`src/lmhc_pkg.sv`:
```
// constants, field layouts and types of the line monitor and hook control block
// assumes one 25 MHz pclk and an APB master with 32-bit data
// What this block and the host side must do
// (RL1) monitor enable on-hook streams digitized ring samples
// (RL2) force bit adds low-power monitor converter selection
// (RL3) controller clears monitor enable before going off-hook
// (RL4) gain select attenuates low-power monitor input
// (RL5) coupling reset bit resets ring AC coupling
// (RL6) between-ring caller ID set, receive, clear sequence
// (RL7) controller uses full-wave detect for reversals
// (RL8) polarity reversal sets a ring edge flag
// (RL9) controller waits 40 ms to classify edges
// (RL10) monitor samples may carry DC offset
// (RL11) decoder filters out monitor DC offset
// (RL12) autocal disable suppresses off-hook calibration
// (RL13) force while off-hook drops line, skips counter; the block drops the line only while monitor enable is clear
// (RL14) no serial samples while forced on-hook
// (RL15) controller judges parallel devices from line level
// (RL16) controller sets monitor enable 30 ms after return
// (RL17) normal off-hook blocks data for 1548 samples
// (RL18) return from forced on-hook skips the counter
// (RL19) host mutes upstream around acknowledge tone
// (RL20) overload at full level drops termination, flags
// (RL21) controller enables overload protect 25 ms after
// (RL22) off-hook counter counts sample ticks from hook
package lmhc_pkg;

  // ---------------------------------------------------------------
  // clocking
  // ---------------------------------------------------------------
  localparam int CLK_HZ         = 25_000_000;
  localparam int FS_HZ_DEFAULT  = 8_000;
  localparam int FS_DIV_DEFAULT = CLK_HZ / FS_HZ_DEFAULT;
  localparam int OFFHOOK_FS     = 1548;  // sample periods of data blocking
  localparam int CAL_FS         = 512;   // sample periods of one calibration
  localparam int HOOK_CNT_W     = 11;

  // ---------------------------------------------------------------
  // register map (byte addresses)
  // ---------------------------------------------------------------
  localparam logic [7:0] ADDR_CTRL   = 8'h00;
  localparam logic [7:0] ADDR_STATUS = 8'h04;
  localparam logic [7:0] ADDR_LEVEL  = 8'h08;
  localparam logic [7:0] ADDR_SAMPLE = 8'h0c;

  // control register, bits 9..0
  typedef struct packed {
    logic [2:0] receive_gain_select;           // 9:7
    logic       overload_protect_enable;       // 6
    logic       autocal_disable;               // 5
    logic       full_wave_ring_detect_enable;  // 4
    logic       ring_coupling_reset;           // 3
    logic       monitor_select_force_onhook;   // 2
    logic       hook_state_control;            // 1
    logic       line_monitor_enable;           // 0
  } lmhc_ctrl_t;
  localparam int         CTRL_W   = 10;
  localparam lmhc_ctrl_t CTRL_RST = '0;

  // status register bits; 2..0 are sticky, write one to clear
  localparam int ST_POS_FLAG  = 0;
  localparam int ST_NEG_FLAG  = 1;
  localparam int ST_OVL_FLAG  = 2;
  localparam int ST_OVL_TRIP  = 3;
  localparam int ST_OFFHOOK   = 4;
  localparam int ST_FORCED    = 5;
  localparam int ST_BLOCKED   = 6;
  localparam int ST_CAL       = 7;
  localparam int ST_MON       = 8;
  localparam int ST_MON_LP    = 9;
  localparam int ST_FAST_DCT  = 10;
  localparam int STATUS_W     = 11;

  localparam int          LEVEL_W        = 5;
  localparam logic [4:0]  OVERLOAD_LEVEL = 5'h1f;
  localparam int          SAMPLE_W       = 16;

  // low-power monitor attenuation, Q8: 0, 1, 2.2, 3.5, 5 dB
  localparam logic [8:0] ATT_0DB0 = 9'h100;
  localparam logic [8:0] ATT_1DB0 = 9'h0e4;
  localparam logic [8:0] ATT_2DB2 = 9'h0c6;
  localparam logic [8:0] ATT_3DB5 = 9'h0ab;
  localparam logic [8:0] ATT_5DB0 = 9'h090;

  // hook sequencer, one-hot
  typedef enum logic [4:0] {
    HK_ONHOOK  = 5'b00001,
    HK_SETTLE  = 5'b00010,
    HK_OFFHOOK = 5'b00100,
    HK_FORCED  = 5'b01000,
    HK_RECAL   = 5'b10000
  } lmhc_hook_t;

  // line-side outputs travelling together
  typedef struct packed {
    logic hook_drive;
    logic dc_term_enable;
    logic present_800_ohm;
    logic hookswitch_current_reduce;
    logic ac_coupling_reset;
    logic full_wave_mode;
    logic monitor_power_normal;
    logic monitor_power_lowpower;
    logic fast_dct_mode;
    logic calibrating;
    logic data_path_block;
  } lmhc_line_t;

endpackage

```
`src/lmhc_mon_conv.sv`:
```
// monitor converter back end: attenuation and serial sample stream
// assumes sample_in is already synchronised and fs_tick is a pclk pulse
`timescale 1ns/100ps
`default_nettype none
module lmhc_mon_conv
  import lmhc_pkg::*;
#(
  parameter int DW = SAMPLE_W
) (
  input  wire logic          pclk,
  input  wire logic          presetn,
  input  wire logic          fs_tick,
  input  wire logic          enable,
  input  wire logic          lowpower,
  input  wire logic [2:0]    atten_sel,
  input  wire logic [DW-1:0] sample_in,
  output logic               serial_sample_out,
  output logic               serial_frame,
  output logic [DW-1:0]      sample_q
);

  // ---------------------------------------------------------------
  // attenuation
  // ---------------------------------------------------------------
  function automatic logic [8:0] att_coef(input logic [2:0] sel);
    case (sel)
      3'h1:    att_coef = ATT_1DB0;
      3'h2:    att_coef = ATT_2DB2;
      3'h3:    att_coef = ATT_3DB5;
      3'h4:    att_coef = ATT_5DB0;
      default: att_coef = ATT_0DB0;
    endcase
  endfunction

  // attenuation only applies to the low-power converter [RL4]
  wire logic [8:0]       coef    = lowpower ? att_coef(atten_sel) : ATT_0DB0;
  wire logic signed [DW+9:0] product = $signed(sample_in) * $signed({1'b0, coef});
  // no offset removal here: a DC offset of the converter passes through [RL10]
  wire logic [DW-1:0]    scaled  = product[DW+7:8];

  logic [DW-1:0] shift_q;
  logic [5:0]    bits_q;

  // load on each sample tick, shift out msb first; silent when disabled [RL1]
  always_ff @(posedge pclk or negedge presetn) begin
    if (!presetn) begin
      shift_q  <= '0;
      bits_q   <= '0;
      sample_q <= '0;
    end else if (!enable) begin
      shift_q  <= '0;
      bits_q   <= '0;
    end else if (fs_tick) begin
      shift_q  <= scaled;
      sample_q <= scaled;
      bits_q   <= 6'(DW);
    end else if (bits_q != 6'h00) begin
      shift_q <= {shift_q[DW-2:0], 1'b0};
      bits_q  <= bits_q - 6'h01;
    end
  end

  // frame marks the msb bit time
  always_ff @(posedge pclk or negedge presetn) begin
    if (!presetn) begin
      serial_sample_out <= 1'b0;
      serial_frame      <= 1'b0;
    end else begin
      serial_sample_out <= enable && (bits_q != 6'h00) && shift_q[DW-1];
      serial_frame      <= enable && (bits_q == 6'(DW));
    end
  end

endmodule
`default_nettype wire

```
`src/lmhc_top.sv`:
```
// line monitor, hook sequencing and overload control with an APB slave
// assumes line-side pins are asynchronous to pclk and stay stable for
// several pclk periods; the sample bus is only used at sample ticks
`timescale 1ns/100ps
`default_nettype none
module lmhc_top
  import lmhc_pkg::*;
#(
  parameter int FS_DIV = FS_DIV_DEFAULT,
  parameter int OFFHOOK_TICKS = OFFHOOK_FS,
  parameter int CAL_TICKS     = CAL_FS
) (
  input  wire logic                pclk,
  input  wire logic                presetn,
  input  wire logic                psel,
  input  wire logic                penable,
  input  wire logic                pwrite,
  input  wire logic [7:0]          paddr,
  input  wire logic [31:0]         pwdata,
  output logic [31:0]              prdata,
  output logic                     pready,
  output logic                     pslverr,
  input  wire logic                ring_edge_pos_pin,
  input  wire logic                ring_edge_neg_pin,
  input  wire logic [LEVEL_W-1:0]  line_level_pin,
  input  wire logic [SAMPLE_W-1:0] ring_inputs,
  output lmhc_line_t               line_ctl,
  output logic                     serial_sample_out,
  output logic                     serial_frame
);

  // ---------------------------------------------------------------
  // sample rate enable
  // ---------------------------------------------------------------
  logic [15:0] fs_cnt_q;
  wire  logic  fs_tick = (fs_cnt_q == 16'(FS_DIV - 1));

  always_ff @(posedge pclk or negedge presetn) begin
    if (!presetn) begin
      fs_cnt_q <= '0;
    end else begin
      fs_cnt_q <= fs_tick ? 16'h0000 : fs_cnt_q + 16'h0001;
    end
  end

  // ---------------------------------------------------------------
  // pin synchronisers
  // ---------------------------------------------------------------
  logic [1:0]          pos_s1_q, neg_s1_q;
  logic [2:1]          pos_sx_q, neg_sx_q;
  logic [LEVEL_W-1:0]  lvl_s1_q, lvl_q;
  logic [SAMPLE_W-1:0] smp_s1_q, smp_q;

  // two flops each; the third and fourth flops of the edge pins feed edge detection
  always_ff @(posedge pclk or negedge presetn) begin
    if (!presetn) begin
      pos_s1_q <= '0;
      neg_s1_q <= '0;
      pos_sx_q <= '0;
      neg_sx_q <= '0;
      lvl_s1_q <= '0;
      lvl_q    <= '0;
      smp_s1_q <= '0;
      smp_q    <= '0;
    end else begin
      pos_s1_q <= {pos_s1_q[0], ring_edge_pos_pin};
      neg_s1_q <= {neg_s1_q[0], ring_edge_neg_pin};
      pos_sx_q <= {pos_sx_q[1], pos_s1_q[1]};
      neg_sx_q <= {neg_sx_q[1], neg_s1_q[1]};
      lvl_s1_q <= line_level_pin;
      lvl_q    <= lvl_s1_q;
      smp_s1_q <= ring_inputs;
      smp_q    <= smp_s1_q;
    end
  end

  // ---------------------------------------------------------------
  // apb decode
  // ---------------------------------------------------------------
  lmhc_ctrl_t ctrl_q;
  lmhc_hook_t hook_q, hook_d;
  logic [STATUS_W-1:0] status;
  logic [SAMPLE_W-1:0] last_sample;

  wire logic setup    = psel && !penable;
  wire logic access   = psel && penable;
  wire logic hit_ctrl = (paddr == ADDR_CTRL);
  wire logic hit_stat = (paddr == ADDR_STATUS);
  wire logic hit_lvl  = (paddr == ADDR_LEVEL);
  wire logic hit_smp  = (paddr == ADDR_SAMPLE);
  wire logic mapped   = hit_ctrl || hit_stat || hit_lvl || hit_smp;
  wire logic wr_ctrl  = access && pwrite && hit_ctrl;
  wire logic wr_stat  = access && pwrite && hit_stat;

  // read data is captured in setup, so the access phase is one cycle
  wire logic [31:0] rd_mux =
      hit_ctrl ? {22'h000000, ctrl_q} :
      hit_stat ? {21'h000000, status} :
      hit_lvl  ? {27'h0000000, lvl_q} :
      hit_smp  ? {16'h0000, last_sample} : 32'h00000000;

  assign pready = 1'b1;

  always_ff @(posedge pclk or negedge presetn) begin
    if (!presetn) begin
      prdata  <= '0;
      pslverr <= 1'b0;
    end else if (setup) begin
      prdata  <= pwrite ? 32'h00000000 : rd_mux;
      pslverr <= !mapped;
    end
  end

  // control register; hook, force and monitor bits steer the sequencer
  always_ff @(posedge pclk or negedge presetn) begin
    if (!presetn) begin
      ctrl_q <= CTRL_RST;
    end else if (wr_ctrl) begin
      ctrl_q <= lmhc_ctrl_t'(pwdata[CTRL_W-1:0]);
    end
  end

  // ---------------------------------------------------------------
  // hook sequencer
  // ---------------------------------------------------------------
  logic [HOOK_CNT_W-1:0] hk_cnt_q;
  wire  logic settle_done = fs_tick && (hk_cnt_q == HOOK_CNT_W'(OFFHOOK_TICKS - 1));
  wire  logic recal_done  = fs_tick && (hk_cnt_q == HOOK_CNT_W'(CAL_TICKS - 1));
  wire  logic hook_bit    = ctrl_q.hook_state_control;
  wire  logic force_bit   = ctrl_q.monitor_select_force_onhook;

  always_comb begin
    hook_d = hook_q;
    case (hook_q)
      HK_ONHOOK: begin
        // counter starts at the hook request [RL22]
        if (hook_bit) hook_d = HK_SETTLE;
      end
      HK_SETTLE: begin
        if (!hook_bit) hook_d = HK_ONHOOK;
        else if (settle_done) hook_d = HK_OFFHOOK;  // [RL17]
      end
      HK_OFFHOOK: begin
        if (!hook_bit) hook_d = HK_ONHOOK;
        else if (force_bit && !ctrl_q.line_monitor_enable) hook_d = HK_FORCED;  // [RL13]
      end
      HK_FORCED: begin
        // return skips the counter; calibration only if not disabled [RL18]
        if (!hook_bit) hook_d = HK_ONHOOK;
        else if (!force_bit) hook_d = ctrl_q.autocal_disable ? HK_OFFHOOK : HK_RECAL;
      end
      HK_RECAL: begin
        if (!hook_bit) hook_d = HK_ONHOOK;
        else if (recal_done) hook_d = HK_OFFHOOK;
      end
      default: hook_d = HK_ONHOOK;
    endcase
  end

  // sample-tick counter restarts on every state change [RL22]
  always_ff @(posedge pclk or negedge presetn) begin
    if (!presetn) begin
      hook_q   <= HK_ONHOOK;
      hk_cnt_q <= '0;
    end else begin
      hook_q   <= hook_d;
      hk_cnt_q <= (hook_d != hook_q) ? '0 : hk_cnt_q + HOOK_CNT_W'(fs_tick);
    end
  end

  wire logic st_settle = (hook_q == HK_SETTLE);
  wire logic st_forced = (hook_q == HK_FORCED);
  wire logic st_recal  = (hook_q == HK_RECAL);
  wire logic st_onhook = (hook_q == HK_ONHOOK);
  wire logic line_off  = (hook_q == HK_OFFHOOK) || st_settle || st_recal;

  // ---------------------------------------------------------------
  // overload protection
  // ---------------------------------------------------------------
  logic trip_q;
  wire  logic trip_cond = line_off && ctrl_q.overload_protect_enable &&
                          (lvl_q == OVERLOAD_LEVEL);

  // trip holds until protection is disabled or the line is dropped [RL20]
  always_ff @(posedge pclk or negedge presetn) begin
    if (!presetn) begin
      trip_q <= 1'b0;
    end else if (trip_cond) begin
      trip_q <= 1'b1;
    end else if (!ctrl_q.overload_protect_enable || !line_off) begin
      trip_q <= 1'b0;
    end
  end

  // ---------------------------------------------------------------
  // sticky flags, set wins over a write-one clear
  // ---------------------------------------------------------------
  logic pos_flag_q, neg_flag_q, ovl_flag_q;
  // reversals and ring edges share one edge path [RL8]
  wire  logic pos_edge = pos_sx_q[1] && !pos_sx_q[2];
  // negative half only seen with full-wave detection on [RL7]
  wire  logic neg_edge = neg_sx_q[1] && !neg_sx_q[2] && ctrl_q.full_wave_ring_detect_enable;

  always_ff @(posedge pclk or negedge presetn) begin
    if (!presetn) begin
      pos_flag_q <= 1'b0;
      neg_flag_q <= 1'b0;
      ovl_flag_q <= 1'b0;
    end else begin
      pos_flag_q <= pos_edge  || (pos_flag_q && !(wr_stat && pwdata[ST_POS_FLAG]));
      neg_flag_q <= neg_edge  || (neg_flag_q && !(wr_stat && pwdata[ST_NEG_FLAG]));
      ovl_flag_q <= trip_cond || (ovl_flag_q && !(wr_stat && pwdata[ST_OVL_FLAG]));  // [RL20]
    end
  end

  // ---------------------------------------------------------------
  // monitor and line-side controls
  // ---------------------------------------------------------------
  // monitor runs only truly on-hook, so never while forced [RL1] [RL14]
  wire logic mon_active = ctrl_q.line_monitor_enable && st_onhook;
  wire logic mon_lp     = mon_active && force_bit;  // [RL2]
  wire logic fast_dct   = ctrl_q.line_monitor_enable && line_off;
  // calibration during settling unless disabled [RL12] [RL17]
  wire logic cal_now    = (st_settle && !ctrl_q.autocal_disable) || st_recal;
  wire logic blocked    = st_settle || st_recal || st_forced;

  lmhc_line_t line_d;
  always_comb begin
    line_d                           = '0;
    line_d.hook_drive                = line_off;                 // [RL13]
    line_d.dc_term_enable            = line_off && !trip_q;      // [RL20]
    line_d.present_800_ohm           = line_off && trip_q;
    line_d.hookswitch_current_reduce = line_off && trip_q;
    line_d.ac_coupling_reset         = ctrl_q.ring_coupling_reset;  // [RL5]
    line_d.full_wave_mode            = ctrl_q.full_wave_ring_detect_enable;
    line_d.monitor_power_normal      = mon_active && !force_bit;  // [RL1]
    line_d.monitor_power_lowpower    = mon_lp;                    // [RL2]
    line_d.fast_dct_mode             = fast_dct;
    line_d.calibrating               = cal_now;                   // [RL12]
    line_d.data_path_block           = blocked;                   // [RL17]
  end

  // registered so the line pins never glitch on decode changes
  always_ff @(posedge pclk or negedge presetn) begin
    if (!presetn) begin
      line_ctl <= '0;
    end else begin
      line_ctl <= line_d;
    end
  end

  always_comb begin
    status              = '0;
    status[ST_POS_FLAG] = pos_flag_q;
    status[ST_NEG_FLAG] = neg_flag_q;
    status[ST_OVL_FLAG] = ovl_flag_q;
    status[ST_OVL_TRIP] = trip_q;
    status[ST_OFFHOOK]  = line_off;
    status[ST_FORCED]   = st_forced;
    status[ST_BLOCKED]  = blocked;
    status[ST_CAL]      = cal_now;
    status[ST_MON]      = mon_active;
    status[ST_MON_LP]   = mon_lp;
    status[ST_FAST_DCT] = fast_dct;
  end

  // ---------------------------------------------------------------
  // monitor converter
  // ---------------------------------------------------------------
  lmhc_mon_conv #(
    .DW (SAMPLE_W)
  ) u_conv (
    .pclk              (pclk),
    .presetn           (presetn),
    .fs_tick           (fs_tick),
    .enable            (mon_active),
    .lowpower          (mon_lp),
    .atten_sel         (ctrl_q.receive_gain_select),  // [RL4]
    .sample_in         (smp_q),
    .serial_sample_out (serial_sample_out),
    .serial_frame      (serial_frame),
    .sample_q          (last_sample)
  );

endmodule
`default_nettype wire

```
`config.mk`:
```
export PLATFORM = sky130hd
export DESIGN_NAME = lmhc_top
export DESIGN_NICKNAME = d
export VERILOG_FILES = /design/src/lmhc_pkg.sv /design/src/lmhc_mon_conv.sv /design/src/lmhc_top.sv
export SDC_FILE = /design/constraint.sdc
export NUM_CORES = 1
export LEC_CHECK = 0
export BUFFER_PORTS_ARGS = -buffer_cell sky130_fd_sc_hd__buf_4
export CAP_MARGIN = 20
export CELL_PAD_IN_SITES_DETAIL_PLACEMENT = 1
export CELL_PAD_IN_SITES_GLOBAL_PLACEMENT = 1
export CORE_MARGIN = 4
export CORE_UTILIZATION = 30
export DETAILED_ROUTE_END_ITERATION = 6
export GPL_ROUTABILITY_DRIVEN = 0
export GPL_TIMING_DRIVEN = 0
export PLACE_DENSITY_LB_ADDON = 0.1
export SYNTH_ARGS = -nofsm -noshare
export SYNTH_HDL_FRONTEND = slang
export SYNTH_SLANG_ARGS = --single-unit
```
`constraint.sdc`:
```
create_clock -name pclk -period 6.5 [get_ports pclk]
set_input_delay 0.325 -clock pclk [delete_from_list [all_inputs] [get_ports pclk]]
set_output_delay 0.325 -clock pclk [all_outputs]
set_load 0.01 [all_outputs]
```
==> results_dict.tcl, run 1 <==
set metrics [dict create \
    outcome "finished, violations left" \
    violations "negative setup slack" \
    ff2ff_setup_slack_ps -360 \
    yosysWarningCount 0 \
    area_delta_synth_final_pct 28.2 \
    cap_viol_max_count 0 \
    critPathMaxFanout 5 \
    async_flop_share 1.00 \
    grt_max_degree 85 \
    die_height_um 203 \
    grtUsageTotal 0.162 \
    cp.depth 25 \
    rr_startpoint "hook_q[2]" \
    p_per_area_nw_per_um2 155 \
    synth-edff-count 0 \
    tns_ps -4650 \
    drtIter0Drc 284 \
    wl_per_cell_um 17.8 \
    worst_hold_path_type "primary input to flop" \
    min_period_ps 6860 \
    critPathArrivalTime_ps 7230 \
    synthCells 1099 \
    clk_latency_ps 450 \
    cp_num_buf_inv 6 \
    hpwl_mm 24.5 \
    drtPass1Iterations 4 \
    final.period_utilization 1.06 \
    fmax_mhz 146 \
    cts-htree-levels 4 \
    die_w_um 203 \
    antenna_cells 0 \
    antenna_found_initial 0 \
    max_stage_delay_ps 550 \
    cts_buffers 17 \
    total_power_uw 2260 \
    setup_violations 25 \
    reg2reg_depth 25 \
    criticalPathCategory "flop to flop" \
    routed_via_density 4.56 \
    nets 1510 \
    crit_end "u_conv.shift_q[9]" \
    synth-main-ff-cell "dfrtp_1" \
    ir_worst_vdd_uv 167 \
    regArea_um2 4080 \
    die-area_um2 41200 \
    finClkSkew_ps 15.3 \
    port-buffer-count 75 \
    cts.clk_slew.worst_paths_ps 70 \
    setup_ws_ps -365 \
    worst_pin_slew_ps 830 \
    cts-root-buf "clkbuf_16" \
    startpoint_type "flop" \
    grt_pass1_vias 9190 \
    coreArea_um2 37600 \
    drv_slew 0 \
    rsz0062_at_grt "yes" \
    layout-drive-gt1-share 0.239 \
    worstReg2RegEnd "u_conv.shift_q[9]" \
    cp_common_cell "fa_1" \
    final_hold_viol_count 0 \
    cts_buffer_depth 2 \
    initial_core_util 0.304 \
    synth_cell_types 69 \
    drcViolationCount 0 \
    critical-path-top-delay-family "adder cells" \
    num_rows 71 \
    cp.required_ps 6860 \
    fillers 4175 \
    place_inst 1701 \
    cts_tree "done" \
    synth_area_um2 11400 \
    ant_nets 0 \
    critPathCaptureType "flop" \
    mostFrequentLayoutCells "162 x dfrtp_1, 144 x inv_1, 128 x buf_4" \
    instances_no_fill 1797 \
    grt_pass1_wl_mm 51.9 \
    grt-ovfl-total 0 \
    multi_input_area_um2 7200 \
    utilization 0.390 \
    avgSynthCellArea_um2 10.4 \
    pin_count 115 \
    mostFrequentLayoutCell "dfrtp_1" \
    pre_cts_ws_ps -1740 \
    wl_mm 31.9 \
    yosys_register_bits 163 \
    critical_path.slowest_cell "fa_1" \
    slew_headroom 0.443 \
    leakage_uw 0.00728 \
    vias 8199 \
    clock_sinks 163 \
    seq_area_frac_synth 0.357 \
    worstSetupStartpoint "hook_q[2]" \
]
[cells by family after synthesis]
logic type	Yosys count	synth area share
simple gates	339	0.154
buf+inv	204	0.0750
compound gates	127	0.0735
flops	163	0.357
fa+ha+maj	169	0.260
xor+xnor	52	0.0399
mux	43	0.0399
other cells	2	0.000658
[area by class of cell]
type | instances | area share
Buffer | 51 | 0.0247
Clock buffer | 17 | 0.0291
Clock inverter | 15 | 0.0117
Inverter | 150 | 0.0385
Multi-Input combinational cell | 747 | 0.492
Sequential cell | 163 | 0.279
Tap cell | 511 | 0.0437
Timing Repair Buffer | 143 | 0.0817
[timing repair]
action | 4_1_cts | 5_1_grt
gates cloned | 0 | 0
resized for setup | 74 | 83
buffers inserted | 27 | 17
pin swaps | 34 | 49
hold buffers | 24 | 0
setup endpoints to repair | 32 | 32
endpoints found under the hold margin | 105 | 0
[Yosys cell counts, types with 4 or more instances]
cell / instances / area, µm²
buf_2: 6 / 30.0
nand2_1: 119 / 447
mux2_2: 16 / 180
nor2b_1: 18 / 113
nor4_1: 9 / 56.3
dfrtp_1: 162 / 4050
ha_1: 55 / 688
xor2_1: 21 / 184
a21oi_1: 28 / 140
mux2i_1: 26 / 260
nand4_1: 7 / 43.8
and2_1: 35 / 219
a221oi_1: 8 / 70.1
and3_1: 13 / 81.3
a21o_1: 14 / 105
fa_1: 114 / 2280
clkbuf_1: 27 / 101
or3_1: 8 / 50.1
inv_1: 150 / 563
a211oi_1: 4 / 30.0
or2_2: 5 / 31.3
buf_4: 18 / 135
a22o_1: 5 / 43.8
nor2_1: 56 / 210
xnor2_1: 31 / 272
o21ai_0: 34 / 170
nor3_1: 13 / 65.1
nand3_1: 25 / 125
o22ai_1: 6 / 37.5
nand2b_1: 4 / 25.0
[sequential cells by signal, summed over array words and instances (netlist names), 6 cells and up]
signal and cells:
fs_cnt_q 16, prdata 16, smp_q 16, smp_s1_q 16, u_conv.sample_q 16, u_conv.shift_q 16
hk_cnt_q 11, line_ctl 10, ctrl_q 8, u_conv.bits_q 6
[layer usage]
layer / global-route usage / wire length (µm)
met5: 0 / 0
met4: 0.0381 / 442
met3: 0.0249 / 535
met2: 0.283 / 16600
met1: 0.211 / 14300
[metrics by stage]
| step | hold WS (ps) | cell area, µm² |
|---|---|---|
| finish | 100 | 14600 |
| detailed placement | 336 | 12800 |
| floorplan | 29.4 | 11500 |
| CTS | 73.7 | 14100 |
| global placement | 333 | 12700 |
| global route | 81.0 | 14600 |
[worst min-delay path by stage]
stage	start	endpoint	slack (ps)	cells past startpoint
after detailed placement	neg_s1_q[0]	neg_s1_q[1]	340	0
final	pwdata[6]	ctrl_q[6]	100	2
after floorplan	presetn	ctrl_q[0]	30	0
after global placement	neg_s1_q[0]	neg_s1_q[1]	330	0
after global routing	pwdata[6]	ctrl_q[6]	80	2
after CTS	pwdata[6]	ctrl_q[6]	70	2
[power breakdown]
| group | internal (µW) | switching (µW) | leakage, µW |
|---|---|---|---|
| Combinational | 79.6 | 91.9 | 0.00486 |
| Sequential | 1030 | 19.9 | 0.00213 |
| Clock | 546 | 495 | 0.000284 |
| Total | 1660 | 606 | 0.00728 |
Note: power is estimated with default switching activity, not from simulation.
==> run 2: changes to the inputs <==
--- a/config.mk
+++ b/config.mk
@@ -10,7 +10,7 @@
 export CELL_PAD_IN_SITES_DETAIL_PLACEMENT = 1
 export CELL_PAD_IN_SITES_GLOBAL_PLACEMENT = 1
 export CORE_MARGIN = 4
-export CORE_UTILIZATION = 30
+export CORE_UTILIZATION = 35
 export DETAILED_ROUTE_END_ITERATION = 6
 export GPL_ROUTABILITY_DRIVEN = 0
 export GPL_TIMING_DRIVEN = 0
==> results_dict.tcl, run 2 (same netlist as run 1, synthesis figures left out) <==
set metrics [dict create \
    clock_sinks 163 \
    antenna_found_initial 0 \
    final.period_utilization 1.04 \
    grt-ovfl-total 0 \
    ff2ff_setup_slack_ps -250 \
    ir_worst_vdd_uv 181 \
    regArea_um2 4080 \
    cts.clk_slew.worst_paths_ps 70 \
    critPathCaptureType "flop" \
    cts-htree-levels 4 \
    area_delta_synth_final_pct 27.0 \
    fillers 3563 \
    coreArea_um2 31900 \
    grt_max_degree 117 \
    ant_nets 0 \
    mostFrequentLayoutCells "162 x dfrtp_1, 144 x inv_1, 127 x buf_4" \
    cts_buffer_depth 2 \
    wl_mm 31.2 \
    tns_ps -3520 \
    initial_core_util 0.358 \
    total_power_uw 2170 \
    hpwl_mm 23.5 \
    pre_cts_ws_ps -1440 \
    wl_per_cell_um 18.1 \
    worst_hold_path_type "primary input to flop" \
    outcome "finished, violations left" \
    mostFrequentLayoutCell "dfrtp_1" \
    cts_tree "done" \
    cp.required_ps 6850 \
    instances_no_fill 1729 \
    drtPass1Iterations 4 \
    criticalPathCategory "flop to flop" \
    place_inst 1625 \
    setup_violations 24 \
    port-buffer-count 75 \
    multi_input_area_um2 7140 \
    drcViolationCount 0 \
    fmax_mhz 148 \
    hold_path_depth 2 \
    cts_buffers 17 \
    finalHoldWorstSlack_ps 118 \
    num_rows 65 \
    setup_ws_ps -246 \
    layout-drive-gt1-share 0.241 \
    worst_pin_slew_ps 829 \
    final_hold_viol_count 0 \
    critPathMaxFanout 6 \
    startpoint_type "flop" \
    grtUsageTotal 0.182 \
    clk_latency_ps 440 \
    antenna_cells 0 \
    leakage_uw 0.00730 \
    drtIter0Drc 305 \
    die_height_um 189 \
    routed_via_density 4.82 \
    min_period_ps 6750 \
    cts-root-buf "clkbuf_16" \
    violations "negative setup slack" \
    slew_headroom 0.447 \
    die-area_um2 35600 \
    critPathArrivalTime_ps 7100 \
    pin_count 115 \
    nets 1519 \
    p_per_area_nw_per_um2 150 \
    vias 8332 \
    cap_viol_max_count 0 \
    finClkSkew_ps 10.4 \
    grt_pass1_vias 9271 \
    die_w_um 189 \
    drv_slew 0 \
    grt_pass1_wl_mm 50.6 \
    reg2reg_depth 26 \
    rsz0062_at_grt "yes" \
]
==> run 2: timing repair <==
| item | CTS | global route |
|---|---|---|
| pin swaps | 47 | 65 |
| setup endpoints to repair | 32 | 31 |
| hold endpoints to repair | 70 | 0 |
| resized for setup | 86 | 63 |
| cloned | 0 | 0 |
| hold buffers | 24 | 0 |
| setup buffers | 30 | 24 |
==> run 2: path summary, 6_finish.rpt <==
kind	from	end
max in group asynchronous	presetn	fs_cnt_q[7]
min reg2reg	lvl_s1_q[4]	lvl_q[4]
min	pwdata[4]	ctrl_q[4]
max reg2reg	hook_q[3]	u_conv.shift_q[9]
min in group asynchronous	presetn	smp_q[8]
max	hook_q[3]	u_conv.shift_q[9]
==> run 2: metal layers <==
metal	wire [µm]	GRT usage
met4	439	0.0471
met5	0	0
met1	14700	0.254
met2	15000	0.295
met3	1120	0.0311
==> run 2: worst max-delay path, cell delays in order, from the launching register on <==
cell and delay, ps:
dfrtp_1 390, or3_4 410, nor3_4 250, nand2_4 170, nor3b_4 250, buf_6 160
and2_4 150, buf_8 120, nand2_4 50, fa_1 510, inv_1 50, fa_1 480
fa_1 510, fa_1 510, inv_2 60, fa_1 570, inv_2 50, ha_4 300
nand3_4 100, nor4_4 300, a211oi_4 110, buf_6 150, o21ai_4 170, a21oi_2 80
o21a_1 230, mux2_4 310, a211oi_2 180
==> run 2: final cells by class <==
| class | instances | area share |
|---|---|---|
| multi-input cells | 747 | 0.492 |
| flip-flops and latches | 163 | 0.281 |
| repair buffers | 152 | 0.0897 |
| inverters | 150 | 0.0388 |
| well taps | 435 | 0.0375 |
| clock buffers | 17 | 0.0293 |
| plain buffers | 51 | 0.0233 |
| clock inverters | 14 | 0.00751 |
==> run 2: report_power, final <==
part	switching (µW)	leakage [µW]	internal, µW	total (µW)
Clock	453	0.000254	491	944
Sequential	19.1	0.00213	1030	1050
Combinational	92.4	0.00491	80.3	173
==> run 2: per-stage QoR <==
step | util | instance area [µm²]
2_1_floorplan | - | 11500
4_1_cts | 0.440 | 14000
6_report | 0.455 | 14500
5_1_grt | 0.455 | 14500
3_3_place_gp | 0.397 | 12600
3_5_place_dp | 0.398 | 12700
==> run 3: changes to the inputs <==
--- a/config.mk
+++ b/config.mk
@@ -9,6 +9,7 @@
 export CAP_MARGIN = 20
 export CELL_PAD_IN_SITES_DETAIL_PLACEMENT = 1
 export CELL_PAD_IN_SITES_GLOBAL_PLACEMENT = 1
+export CORE_ASPECT_RATIO = 1.75
 export CORE_MARGIN = 4
 export CORE_UTILIZATION = 35
 export DETAILED_ROUTE_END_ITERATION = 6
==> results_dict.tcl, run 3 (same netlist as run 1, synthesis figures left out) <==
set metrics [dict create \
    ir_worst_vdd_uv 178 \
    critPathMaxFanout 7 \
    grt_max_degree 100 \
    antenna_found_initial 0 \
    critPathArrivalTime_ps 7010 \
    pin_count 115 \
    cts.clk_slew.worst_paths_ps 80 \
    cp.required_ps 6820 \
    coreArea_um2 32200 \
    initial_core_util 0.354 \
    mostFrequentLayoutCell "dfrtp_1" \
    die-area_um2 35700 \
    min_period_ps 6690 \
    violations "negative setup slack" \
    fillers 3595 \
    wl_mm 32.2 \
    reg2reg_depth 25 \
    hpwl_mm 25.4 \
    num_rows 87 \
    leakage_uw 0.00718 \
    multi_input_area_um2 6890 \
    area_delta_synth_final_pct 23.4 \
    place_inst 1590 \
    hold_path_end "ctrl_q[5]" \
    hp-start "pwdata[5]" \
    slew_headroom 0.494 \
    max_stage_delay_ps 580 \
    grt_pass1_vias 9459 \
    setup_violations 20 \
    nets 1497 \
    finClkSkew_ps 12.3 \
    die_w_um 145 \
    drtPass1Iterations 5 \
    ant_nets 0 \
    regArea_um2 4080 \
    rr_startpoint "hook_q[3]" \
    critPathCaptureType "flop" \
    critical_path.slowest_cell "fa_1" \
    die_height_um 247 \
    hold_path_depth 2 \
    mostFrequentLayoutCells "162 x dfrtp_1, 147 x inv_1, 117 x buf_4" \
    dpl_cell_area_um2 12600 \
    startpoint_type "flop" \
    worst_hold_path_type "primary input to flop" \
    final.period_utilization 1.03 \
    grtUsageTotal 0.192 \
    cts-htree-levels 4 \
    p_per_area_nw_per_um2 162 \
    worst_pin_slew_ps 759 \
    clk_latency_ps 460 \
    setup_ws_ps -187 \
    cap_viol_max_count 0 \
    criticalPathCategory "flop to flop" \
    cts_buffers 17 \
    wl_per_cell_um 19.2 \
    routed_via_density 4.92 \
    pre_cts_ws_ps -1500 \
    port-buffer-count 75 \
    drv_slew 0 \
    drtIter0Drc 214 \
    cts_buffer_depth 2 \
    cp_common_cell "fa_1" \
    layout-drive-gt1-share 0.203 \
    grt-ovfl-total 0 \
    vias 8238 \
    fmax_mhz 150 \
    cts_tree "done" \
    rsz0062_at_grt "yes" \
    antenna_cells 0 \
    tns_ps -2220 \
    instances_no_fill 1673 \
    drcViolationCount 0 \
    clock_sinks 163 \
    final_hold_viol_count 0 \
    grt_pass1_wl_mm 51.7 \
    worstReg2RegEnd "u_conv.shift_q[12]" \
    cts-root-buf "clkbuf_16" \
    outcome "finished, violations left" \
    ff2ff_setup_slack_ps -190 \
    finalInstanceArea_um2 14100 \
]
==> run 3: cell count changes in the layout (fill, tap and decap cells not counted), moves of 8 or more <==
cell,change
nand2_1,+8
ha_1,+8
clkinv_8,+10
buf_6,-9
buf_4,-10
==> run 3: what timing repair did <==
action | in CTS | in global routing
hold endpoints to repair | 86 | 0
gates resized for setup | 71 | 19
pin swaps | 39 | 26
endpoints found under the setup margin | 32 | 32
hold buffers | 24 | 0
buffers inserted | 26 | 4
==> run 3: final cells by class <==
type,instances,area share
Inverter,150,0.0400
Tap cell,400,0.0355
Multi-Input combinational cell,747,0.489
Clock buffer,17,0.0302
Clock inverter,15,0.0148
Sequential cell,163,0.290
Buffer,51,0.0230
Timing Repair Buffer,130,0.0777
==> run 3: worst max path at each step <==
stage                                endpoint  cells after the start  slack [ps]      start
after detailed placement  u_conv.sample_q[15]                     24       -1500  hook_q[0]
after global routing       u_conv.shift_q[14]                     27        -500  hook_q[3]
after CTS                  u_conv.shift_q[12]                     27        -290  hook_q[2]
final                      u_conv.shift_q[12]                     25        -190  hook_q[3]
after floorplan             u_conv.shift_q[9]                     24           1  hook_q[2]
after global placement    u_conv.sample_q[15]                     26       -1430  hook_q[0]
==> run 3: stage by stage <==
stage | util | power (µW) | hold slack, ps
2_1_floorplan | - | 1130 | 29.4
3_3_place_gp | 0.391 | 1210 | 332
3_5_place_dp | 0.392 | 1210 | 318
4_1_cts | 0.435 | 2310 | 76.3
5_1_grt | 0.437 | 2370 | 80.5
6_report | 0.437 | 2270 | 96.5
==> run 3: critical path: cells and delay by family, from the launching register on <==
kind            cells  cell delay [ps]
xor+xnor            1              220
flops               1              390
compound gates      6              930
simple gates        7             1580
buf+inv             5              650
fa+ha+maj           6             2750
==> run 3: power by group <==
| group | internal (µW) | switching (µW) | total [µW] |
|---|---|---|---|
| registers | 1030 | 19.5 | 1050 |
| clock network | 528 | 534 | 1060 |
| logic | 73.8 | 88.0 | 162 |
| total | 1630 | 642 | 2270 |
==> run 3: routing by layer <==
metal  routed length [µm]  global-route usage  part of all wire  up-vias
li1                     -                   -                 -     3852
met1                11000               0.192              0.34     4228
met2                19300               0.378              0.60      101
met3                  609              0.0273             0.019       57
met4                 1280              0.0843             0.040        0
met5                    0                   0                 0        -
